[src/verilog/fcsp_pkg.sv]
// Constants for the five-channel switch protection block.
// Assumes the serial framing logic decodes bank, address and data on clk_in.
package fcsp_pkg;
  localparam int          NUM_CH      = 5;
  localparam int          OUT_W       = 6;
  localparam int          CFG_W       = 4;
  localparam int          SYNC_W      = 6 * NUM_CH;
  localparam logic        BANK_OUT    = 1'h0;
  localparam logic        BANK_CFG    = 1'h1;
  localparam logic [1:0]  ADDR_HWCMD  = 2'h0;
  localparam logic [1:0]  ADDR_PCFG   = 2'h1;
  localparam int          PWM_BIT     = 3;
  localparam int          CLR_BIT     = 0;
  localparam int          SPARE_BIT   = 5;
  localparam logic [5:0]  OUT_RST     = 6'h00;
  localparam logic [3:0]  CFG_RST     = 4'h0;
  localparam logic [5:0]  DATA_ZERO   = 6'h00;
endpackage

[src/verilog/fcsp_chan.sv]
// One switch channel: thermal latch, drive gating and error flag.
// Assumes all protection inputs are already synchronised to clk_in.
`timescale 1ns/1ps
module fcsp_chan (
  input  wire logic clk_in,          // 200 MHz clock
  input  wire logic rst_n_in,        // Synchronous reset, active low
  input  wire logic req_in,          // Combined on request
  input  wire logic over_temp_in,    // Over-temperature indication
  input  wire logic temp_cool_in,    // Temperature back below threshold minus hysteresis
  input  wire logic latch_clear_in,  // Clear-all thermal latch command pulse
  input  wire logic dyn_temp_in,     // Dynamic temperature cutoff active
  input  wire logic over_load_in,    // Over-load indication
  input  wire logic inv_cur_in,      // Inverse current present
  input  wire logic err_clear_in,    // Diagnosis word shifted out
  output logic      drive_out,       // Final channel drive
  output logic      latch_out,       // Thermal latch state
  output logic      err_out          // Error flag
);
  logic drive_reg, drive_next;
  logic latch_reg, latch_next;
  logic err_reg, err_next;

  always_comb begin
    latch_next = latch_reg;
    if (over_temp_in) begin
      latch_next = 1'b1;
    end else if (latch_clear_in && temp_cool_in) begin
      latch_next = 1'b0;
    end
    // Inverse current freezes the drive unless thermal shutdown steps in
    if (inv_cur_in && !over_temp_in) begin
      drive_next = drive_reg;
    end else begin
      drive_next = req_in && !latch_next && !dyn_temp_in;
    end
    // A pending cause sets again over the read clear; inverse current forces the flag to 0
    err_next = (err_reg && !err_clear_in) || dyn_temp_in;
    err_next = err_next || over_load_in || latch_next;
    if (inv_cur_in) begin
      err_next = 1'b0;
    end
  end

  always_ff @(posedge clk_in) begin
    if (!rst_n_in) begin
      drive_reg <= 1'b0;
      latch_reg <= 1'b0;
      err_reg   <= 1'b0;
    end else begin
      drive_reg <= drive_next;
      latch_reg <= latch_next;
      err_reg   <= err_next;
    end
  end

  assign drive_out = drive_reg;
  assign latch_out = latch_reg;
  assign err_out   = err_reg;

  a_latch_sets: assert property (@(posedge clk_in) disable iff (!rst_n_in)
    over_temp_in |=> latch_reg && !drive_reg) else $error("thermal latch not set");
  a_latch_holds: assert property (@(posedge clk_in) disable iff (!rst_n_in)
    latch_reg && !(latch_clear_in && temp_cool_in) |=> latch_reg) else $error("latch released");
  a_dyn_cutoff: assert property (@(posedge clk_in) disable iff (!rst_n_in)
    dyn_temp_in && !inv_cur_in |=> !drive_reg && err_reg) else $error("dynamic cutoff missed");
  a_err_reset: assert property (@(posedge clk_in) disable iff (!rst_n_in)
    err_clear_in && dyn_temp_in && !inv_cur_in |=> err_reg) else $error("error flag lost");
  a_inv_hold: assert property (@(posedge clk_in) disable iff (!rst_n_in)
    inv_cur_in && !over_temp_in |=> $stable(drive_reg)) else $error("drive moved on inverse");
  a_inv_err: assert property (@(posedge clk_in) disable iff (!rst_n_in)
    inv_cur_in |=> !err_reg) else $error("error flag kept on inverse");
endmodule // fcsp_chan

[src/verilog/fcsp_top.sv]
// Register file and five protected switch channels.
// Assumes serial framing on clk_in supplies one-cycle write/read strobes.
`timescale 1ns/1ps
module fcsp_top #(
  parameter int NUM_CH = fcsp_pkg::NUM_CH  // Channel count
) (
  input  wire logic              clk_in,            // 200 MHz clock
  input  wire logic              rst_n_in,          // Synchronous reset, active low
  input  wire logic              wr_en_in,          // Register write strobe
  input  wire logic              rd_en_in,          // Register read strobe
  input  wire logic              bank_in,           // register_bank_select
  input  wire logic [1:0]        addr_in,           // Address within bank 1
  input  wire logic [5:0]        wr_data_in,        // Write data
  input  wire logic              diag_read_in,      // Diagnosis word shifted out
  input  wire logic [NUM_CH-1:0] channel_input_pin_in, // Per-channel input pins
  input  wire logic [NUM_CH-1:0] over_temp_in,      // Over-temperature sensors
  input  wire logic [NUM_CH-1:0] temp_cool_in,      // Cooled past hysteresis
  input  wire logic [NUM_CH-1:0] dyn_temp_in,       // Dynamic temperature cutoff
  input  wire logic [NUM_CH-1:0] over_load_in,      // Over-load monitors
  input  wire logic [NUM_CH-1:0] inv_cur_in,        // Inverse current detectors
  output logic      [5:0]        rd_data_out,       // Read data, registered
  output logic      [NUM_CH-1:0] drive_out,         // Channel drives
  output logic      [NUM_CH-1:0] latch_out,         // Thermal latch states
  output logic      [NUM_CH-1:0] err_flags_out      // Standard diagnosis error flags
);
  logic [5:0]          channel_on_request_reg, channel_on_request_next;
  logic [3:0]          input_combine_config_reg, input_combine_config_next;
  logic [5:0]          rd_data_reg, rd_data_next;
  logic [6*NUM_CH-1:0] sync1_reg, sync2_reg, raw_async;
  logic [NUM_CH-1:0]   pin_s, ot_s, cool_s, dyn_s, ol_s, inv_s;
  logic [NUM_CH-1:0]   req;
  logic                thermal_latch_clear;
  logic                wr_bank0, wr_bank1;

  // Every sensor and pin is asynchronous; only the second stage is read
  assign raw_async = {inv_cur_in, over_load_in, dyn_temp_in, temp_cool_in, over_temp_in,
                      channel_input_pin_in};
  assign pin_s  = sync2_reg[0*NUM_CH +: NUM_CH];
  assign ot_s   = sync2_reg[1*NUM_CH +: NUM_CH];
  assign cool_s = sync2_reg[2*NUM_CH +: NUM_CH];
  assign dyn_s  = sync2_reg[3*NUM_CH +: NUM_CH];
  assign ol_s   = sync2_reg[4*NUM_CH +: NUM_CH];
  assign inv_s  = sync2_reg[5*NUM_CH +: NUM_CH];

  assign wr_bank0 = wr_en_in && (bank_in == fcsp_pkg::BANK_OUT);
  assign wr_bank1 = wr_en_in && (bank_in == fcsp_pkg::BANK_CFG);
  // The command bit is a strobe: it is never stored, so it reads back 0
  assign thermal_latch_clear = wr_bank1 && (addr_in == fcsp_pkg::ADDR_HWCMD) &&
                               wr_data_in[fcsp_pkg::CLR_BIT];

  always_comb begin
    channel_on_request_next   = channel_on_request_reg;
    input_combine_config_next = input_combine_config_reg;
    rd_data_next              = rd_data_reg;
    if (wr_bank0) begin
      // Bit 5 is stored as written; it costs supply current only
      channel_on_request_next = wr_data_in;
    end
    if (wr_bank1 && (addr_in == fcsp_pkg::ADDR_PCFG)) begin
      input_combine_config_next = wr_data_in[3:0];
    end
    if (rd_en_in) begin
      if (bank_in == fcsp_pkg::BANK_OUT) begin
        rd_data_next = channel_on_request_reg;
      end else if (addr_in == fcsp_pkg::ADDR_PCFG) begin
        rd_data_next = {2'h0, input_combine_config_reg};
      end else begin
        rd_data_next = fcsp_pkg::DATA_ZERO;
      end
    end
  end

  always_ff @(posedge clk_in) begin
    if (!rst_n_in) begin
      channel_on_request_reg   <= fcsp_pkg::OUT_RST;
      input_combine_config_reg <= fcsp_pkg::CFG_RST;
      rd_data_reg              <= fcsp_pkg::DATA_ZERO;
      sync1_reg                <= '0;
      sync2_reg                <= '0;
    end else begin
      channel_on_request_reg   <= channel_on_request_next;
      input_combine_config_reg <= input_combine_config_next;
      rd_data_reg              <= rd_data_next;
      sync1_reg                <= raw_async;
      sync2_reg                <= sync1_reg;
    end
  end

  assign rd_data_out = rd_data_reg;

  genvar ch;
  generate
    for (ch = 0; ch < NUM_CH; ch++) begin : g_ch
      always_comb begin
        if (input_combine_config_reg[fcsp_pkg::PWM_BIT]) begin
          req[ch] = channel_on_request_reg[ch] && pin_s[ch];
        end else begin
          req[ch] = channel_on_request_reg[ch] || pin_s[ch];
        end
      end

      fcsp_chan fcsp_chan_i (
        .clk_in         (clk_in),
        .rst_n_in       (rst_n_in),
        .req_in         (req[ch]),
        .over_temp_in   (ot_s[ch]),
        .temp_cool_in   (cool_s[ch]),
        .latch_clear_in (thermal_latch_clear),
        .dyn_temp_in    (dyn_s[ch]),
        .over_load_in   (ol_s[ch]),
        .inv_cur_in     (inv_s[ch]),
        .err_clear_in   (diag_read_in),
        .drive_out      (drive_out[ch]),
        .latch_out      (latch_out[ch]),
        .err_out        (err_flags_out[ch])
      );

      a_or_combine: assert property (@(posedge clk_in) disable iff (!rst_n_in)
        !input_combine_config_reg[fcsp_pkg::PWM_BIT] && !latch_out[ch] && pin_s[ch] &&
        !ot_s[ch] && !dyn_s[ch] && !inv_s[ch] |=> drive_out[ch])
        else $error("or combine failed");
      a_and_combine: assert property (@(posedge clk_in) disable iff (!rst_n_in)
        input_combine_config_reg[fcsp_pkg::PWM_BIT] && !pin_s[ch] && !inv_s[ch]
        |=> !drive_out[ch])
        else $error("and combine failed");
      a_clear_all: assert property (@(posedge clk_in) disable iff (!rst_n_in)
        thermal_latch_clear && cool_s[ch] && !ot_s[ch] |=> !latch_out[ch])
        else $error("latch not cleared");
      a_latch_gate: assert property (@(posedge clk_in) disable iff (!rst_n_in)
        latch_out[ch] |-> !drive_out[ch])
        else $error("latched channel driven");
      a_ol_err: assert property (@(posedge clk_in) disable iff (!rst_n_in)
        ol_s[ch] && !inv_s[ch] |=> err_flags_out[ch])
        else $error("over-load not flagged");
    end
  endgenerate

  a_out_readback: assert property (@(posedge clk_in) disable iff (!rst_n_in)
    wr_bank0 ##1 (rd_en_in && bank_in == fcsp_pkg::BANK_OUT && !wr_en_in)
    |=> rd_data_out == $past(wr_data_in, 2))
    else $error("switch bits readback wrong");
  a_err_clear: assert property (@(posedge clk_in) disable iff (!rst_n_in)
    diag_read_in && (ot_s | dyn_s | ol_s | latch_out) == '0 |=> err_flags_out == '0)
    else $error("error flags not cleared");
endmodule // fcsp_top
[config.mk]
export PLATFORM = sky130hd
export DESIGN_NAME = fcsp_top
export DESIGN_NICKNAME = d
export VERILOG_FILES = /design/src/verilog/fcsp_pkg.sv /design/src/verilog/fcsp_chan.sv /design/src/verilog/fcsp_top.sv
export SDC_FILE = /design/constraint.sdc
export NUM_CORES = 1
export LEC_CHECK = 0
export ABC_AREA = 1
export CAP_MARGIN = 25
export CORE_ASPECT_RATIO = 0.75
export CORE_MARGIN = 2
export CORE_UTILIZATION = 58
export DETAILED_ROUTE_END_ITERATION = 10
export DONT_BUFFER_PORTS = 1
export PLACE_DENSITY = 0.73
export RECOVER_POWER = 50
export SETUP_SLACK_MARGIN = 0.3
export SLEW_MARGIN = 10
export SYNTH_ARGS = -nofsm -noshare
export SYNTH_HDL_FRONTEND = slang
export SYNTH_SLANG_ARGS = --single-unit
[constraint.sdc]
create_clock -name clk_in -period 1.2 [get_ports clk_in]
set_input_delay 0.24 -clock clk_in [delete_from_list [all_inputs] [get_ports clk_in]]
set_output_delay 0.24 -clock clk_in [all_outputs]
set_load 0.03 [all_outputs]
==> run_results.csv <==
group,metric,value,unit
timing,tightestPinTransition,0.321,ns
critical_path,critPathBufInv,1,
cells_and_area,fillers,378,
cells_and_area,antennaDiodeCount,0,
global_routing,overflow,0,
global_routing,first_global_vias,2277,
timing,fmax,921,MHz
cells_and_area,area_growth,29.5,%
clocking,htree_levels,3,
global_routing,antenna_found_initial,0,
synthesis,ys_ff_latch,91,
critical_path,cp.required,0.96,ns
worst_hold_path,min_from,"rst_n_in",
floorplan,ios,65,
critical_path,critPathMaxStageDelay,0.36,ns
run_status,violations,"negative hold slack",
timing,fin_worst_skew,0.00493,ns
critical_path,critical_path_class,"flop to output pin",
clocking,clk_path_buf_depth,2,
cells_and_area,final_cell_mix,"inv_1 (79), nand2_1 (79), dfxtp_1 (54)",
worst_hold_path,min_delay_path_depth,2,
global_routing,grt_max_degree,78,
clocking,cts_hold_buf,31,
worst_hold_path,min_path_type,"input pin to flop",
clocking,clk_latency,0.35,ns
timing,rsz0062_at_grt,"true",
placement,globalplace.congestion,0.860,
synthesis,netlist_area,0.00323,mm2
timing,setup_violations,0,
run_status,status,"complete, but fails checks",
critical_path,critPathMaxFanout,2,
worst_hold_path,min_to,"sync2_reg[4]$_SDFF_PN0_",
cells_and_area,utilization,78.2,%
critical_path,reg2reg_depth,6,
drt,vias,2490,
critical_path,r2r_start,"channel_on_request_reg[3]$_SDFFE_PN0P_",
floorplan,dieWidth,90.2,um
drt,via_per_inst,4.69,
floorplan,rows,23,
drt,routed_wl,6.89,mm
power,leakage,2.15,nW
drt,wl_per_cell,13.0,um
clocking,clock_sinks,91,
clocking,clk_pin_slew,0.09,ns
critical_path,reg2reg_to,"g_ch[3].fcsp_chan_i.drive_out$_SDFFE_PN0N_",
placement,port_buffers,0,
synthesis,synth_warnings,0,
clocking,cts_root_buf,"clkbuf_8",
critical_path,cp_top_family,"flip-flops",
drt,drc,0,
synthesis,synth-seq-area-share,56.3,%
placement,place_hpwl,3.88,mm
cells_and_area,regArea,0.00189,mm2
timing,layout_setup_ws,0.115,ns
synthesis,syn_inst,398,
timing,fin_crit,1.09,ns
global_routing,grt_pass1_wl,10.7,mm
power,ir_drop,1130,uV
floorplan,start_util,60.4,%
global_routing,track_usage,23.0,%
floorplan,core_area,0.00535,mm2
timing,slew_viol_final,0,
critical_path,critical_path_arrival,0.85,ns
timing,hold_violations,28,
timing,tns,0,ns
synthesis,synth_area_per_cell,8.13,um2
drt,drt_first_iter_violations,147,
critical_path,crit_chain,"buf_6",
clocking,cts_tree,"built",
synthesis,syn_nets,442,
critical_path,critPathSlowestCell,"dfxtp_2",
timing,relSlewSlack,78.5,%
power,powerDensity,1460,mW/mm2
timing,post-route-period-util,90.4,%
critical_path,critical_path.endpoint_type,"output pin",
cells_and_area,multiInputGateArea,992,um2
floorplan,die_h,68.7,um
critical_path,cp-start-kind,"flop",
cells_and_area,drive_above_1_share,32.7,%
placement,dp_slack,0.214,ns
run,maxCapViolCount,0,
drt,dr.pass1.iters,4,
critical_path,rrSetupSlack,0.24,ns
clocking,cts_made_buffers,9,
timing,hold_ws,-0.0167,ns
synthesis,yosysUniqueCellTypes,20,
floorplan,dieArea,0.00620,mm2
drt,antenna_left,0,
cells_and_area,nets,496,
cells by family (layout without fill, tap and decap cells):
logic type,after synthesis,in the layout,synth area share [%]
AOI/OAI and AO/OA,48,48,8.24
buffers and inverters,117,175,15.6
DFF,91,91,56.3
and+or+nand+nor,142,142,19.9
power by group:
| part | internal, mW | leakage [nW] | switching [mW] |
|---|---|---|---|
| Clock | 1.16 | 0.0975 | 1.04 |
| Sequential | 3.19 | 0.768 | 0.117 |
| Combinational | 0.299 | 1.29 | 0.320 |
| Total | 4.65 | 2.15 | 1.48 |
Yosys cell counts (all sizes together):
cell type | number | share of area [%]
a211oi | 1 | 0.23
a21oi | 27 | 4.8
a31oi | 4 | 0.77
buf | 21 | 4.4
clkbuf | 4 | 0.46
dfxtp | 91 | 56
inv | 92 | 11
nand2 | 96 | 12
nand3 | 20 | 3.9
nand4 | 4 | 0.77
nor2 | 22 | 3.6
o21ai | 16 | 2.5
stage by stage:
step                      instance area [um2]  power, mW  std cells
after floorplan                          3230       3.72        398
after global placement                   3290       3.75        464
after detailed placement                 3290       3.76        464
after CTS                                4090       6.11        525
after global routing                     4190       6.38        531
final                                    4190       6.12        531
layout make-up:
cell class	count	area share, %
Clock inverter	6	2.18
Inverter	92	8.43
Sequential cell	91	45.0
Timing Repair Buffer	68	15.5
Tap cell	75	2.24
Clock buffer	9	2.96
Multi-Input combinational cell	190	23.7
metal layers:
layer	track usage, %	vias up	part of all wire [%]
li1	-	1278	-
met1	27.5	1123	42
met2	40.0	82	50
met3	7.61	7	6.8
met4	8.08	0	1.1
met5	0	-	0
worst max-delay path by stage:
stage | start | to | slack (ns) | cells after the start
global route | g_ch[2].fcsp_chan_i.err_out$_SDFF_PP0_ | err_flags_out[2] | 0.08 | 1
global placement | input_combine_config_reg[3]$_SDFFE_PN0P_ | g_ch[0].fcsp_chan_i.drive_out$_SDFFE_PN0N_ | 0.24 | 6
finish | g_ch[4].fcsp_chan_i.latch_out$_SDFF_PN0_ | latch_out[4] | 0.11 | 1
floorplan | wr_en_in | g_ch[1].fcsp_chan_i.err_out$_SDFF_PP0_ | 0.34 | 7
detailed placement | input_combine_config_reg[3]$_SDFFE_PN0P_ | g_ch[4].fcsp_chan_i.drive_out$_SDFFE_PN0N_ | 0.21 | 5
CTS | g_ch[4].fcsp_chan_i.latch_out$_SDFF_PN0_ | latch_out[4] | 0.11 | 1
timing repair:
action                     in CTS  in global routing
pin swaps                      19                 15
gates resized for setup        77                 24
setup buffers                  15                  6
hold endpoints to repair       72                 48
setup endpoints to repair      29                 28
(Power assumes the default switching activity.)
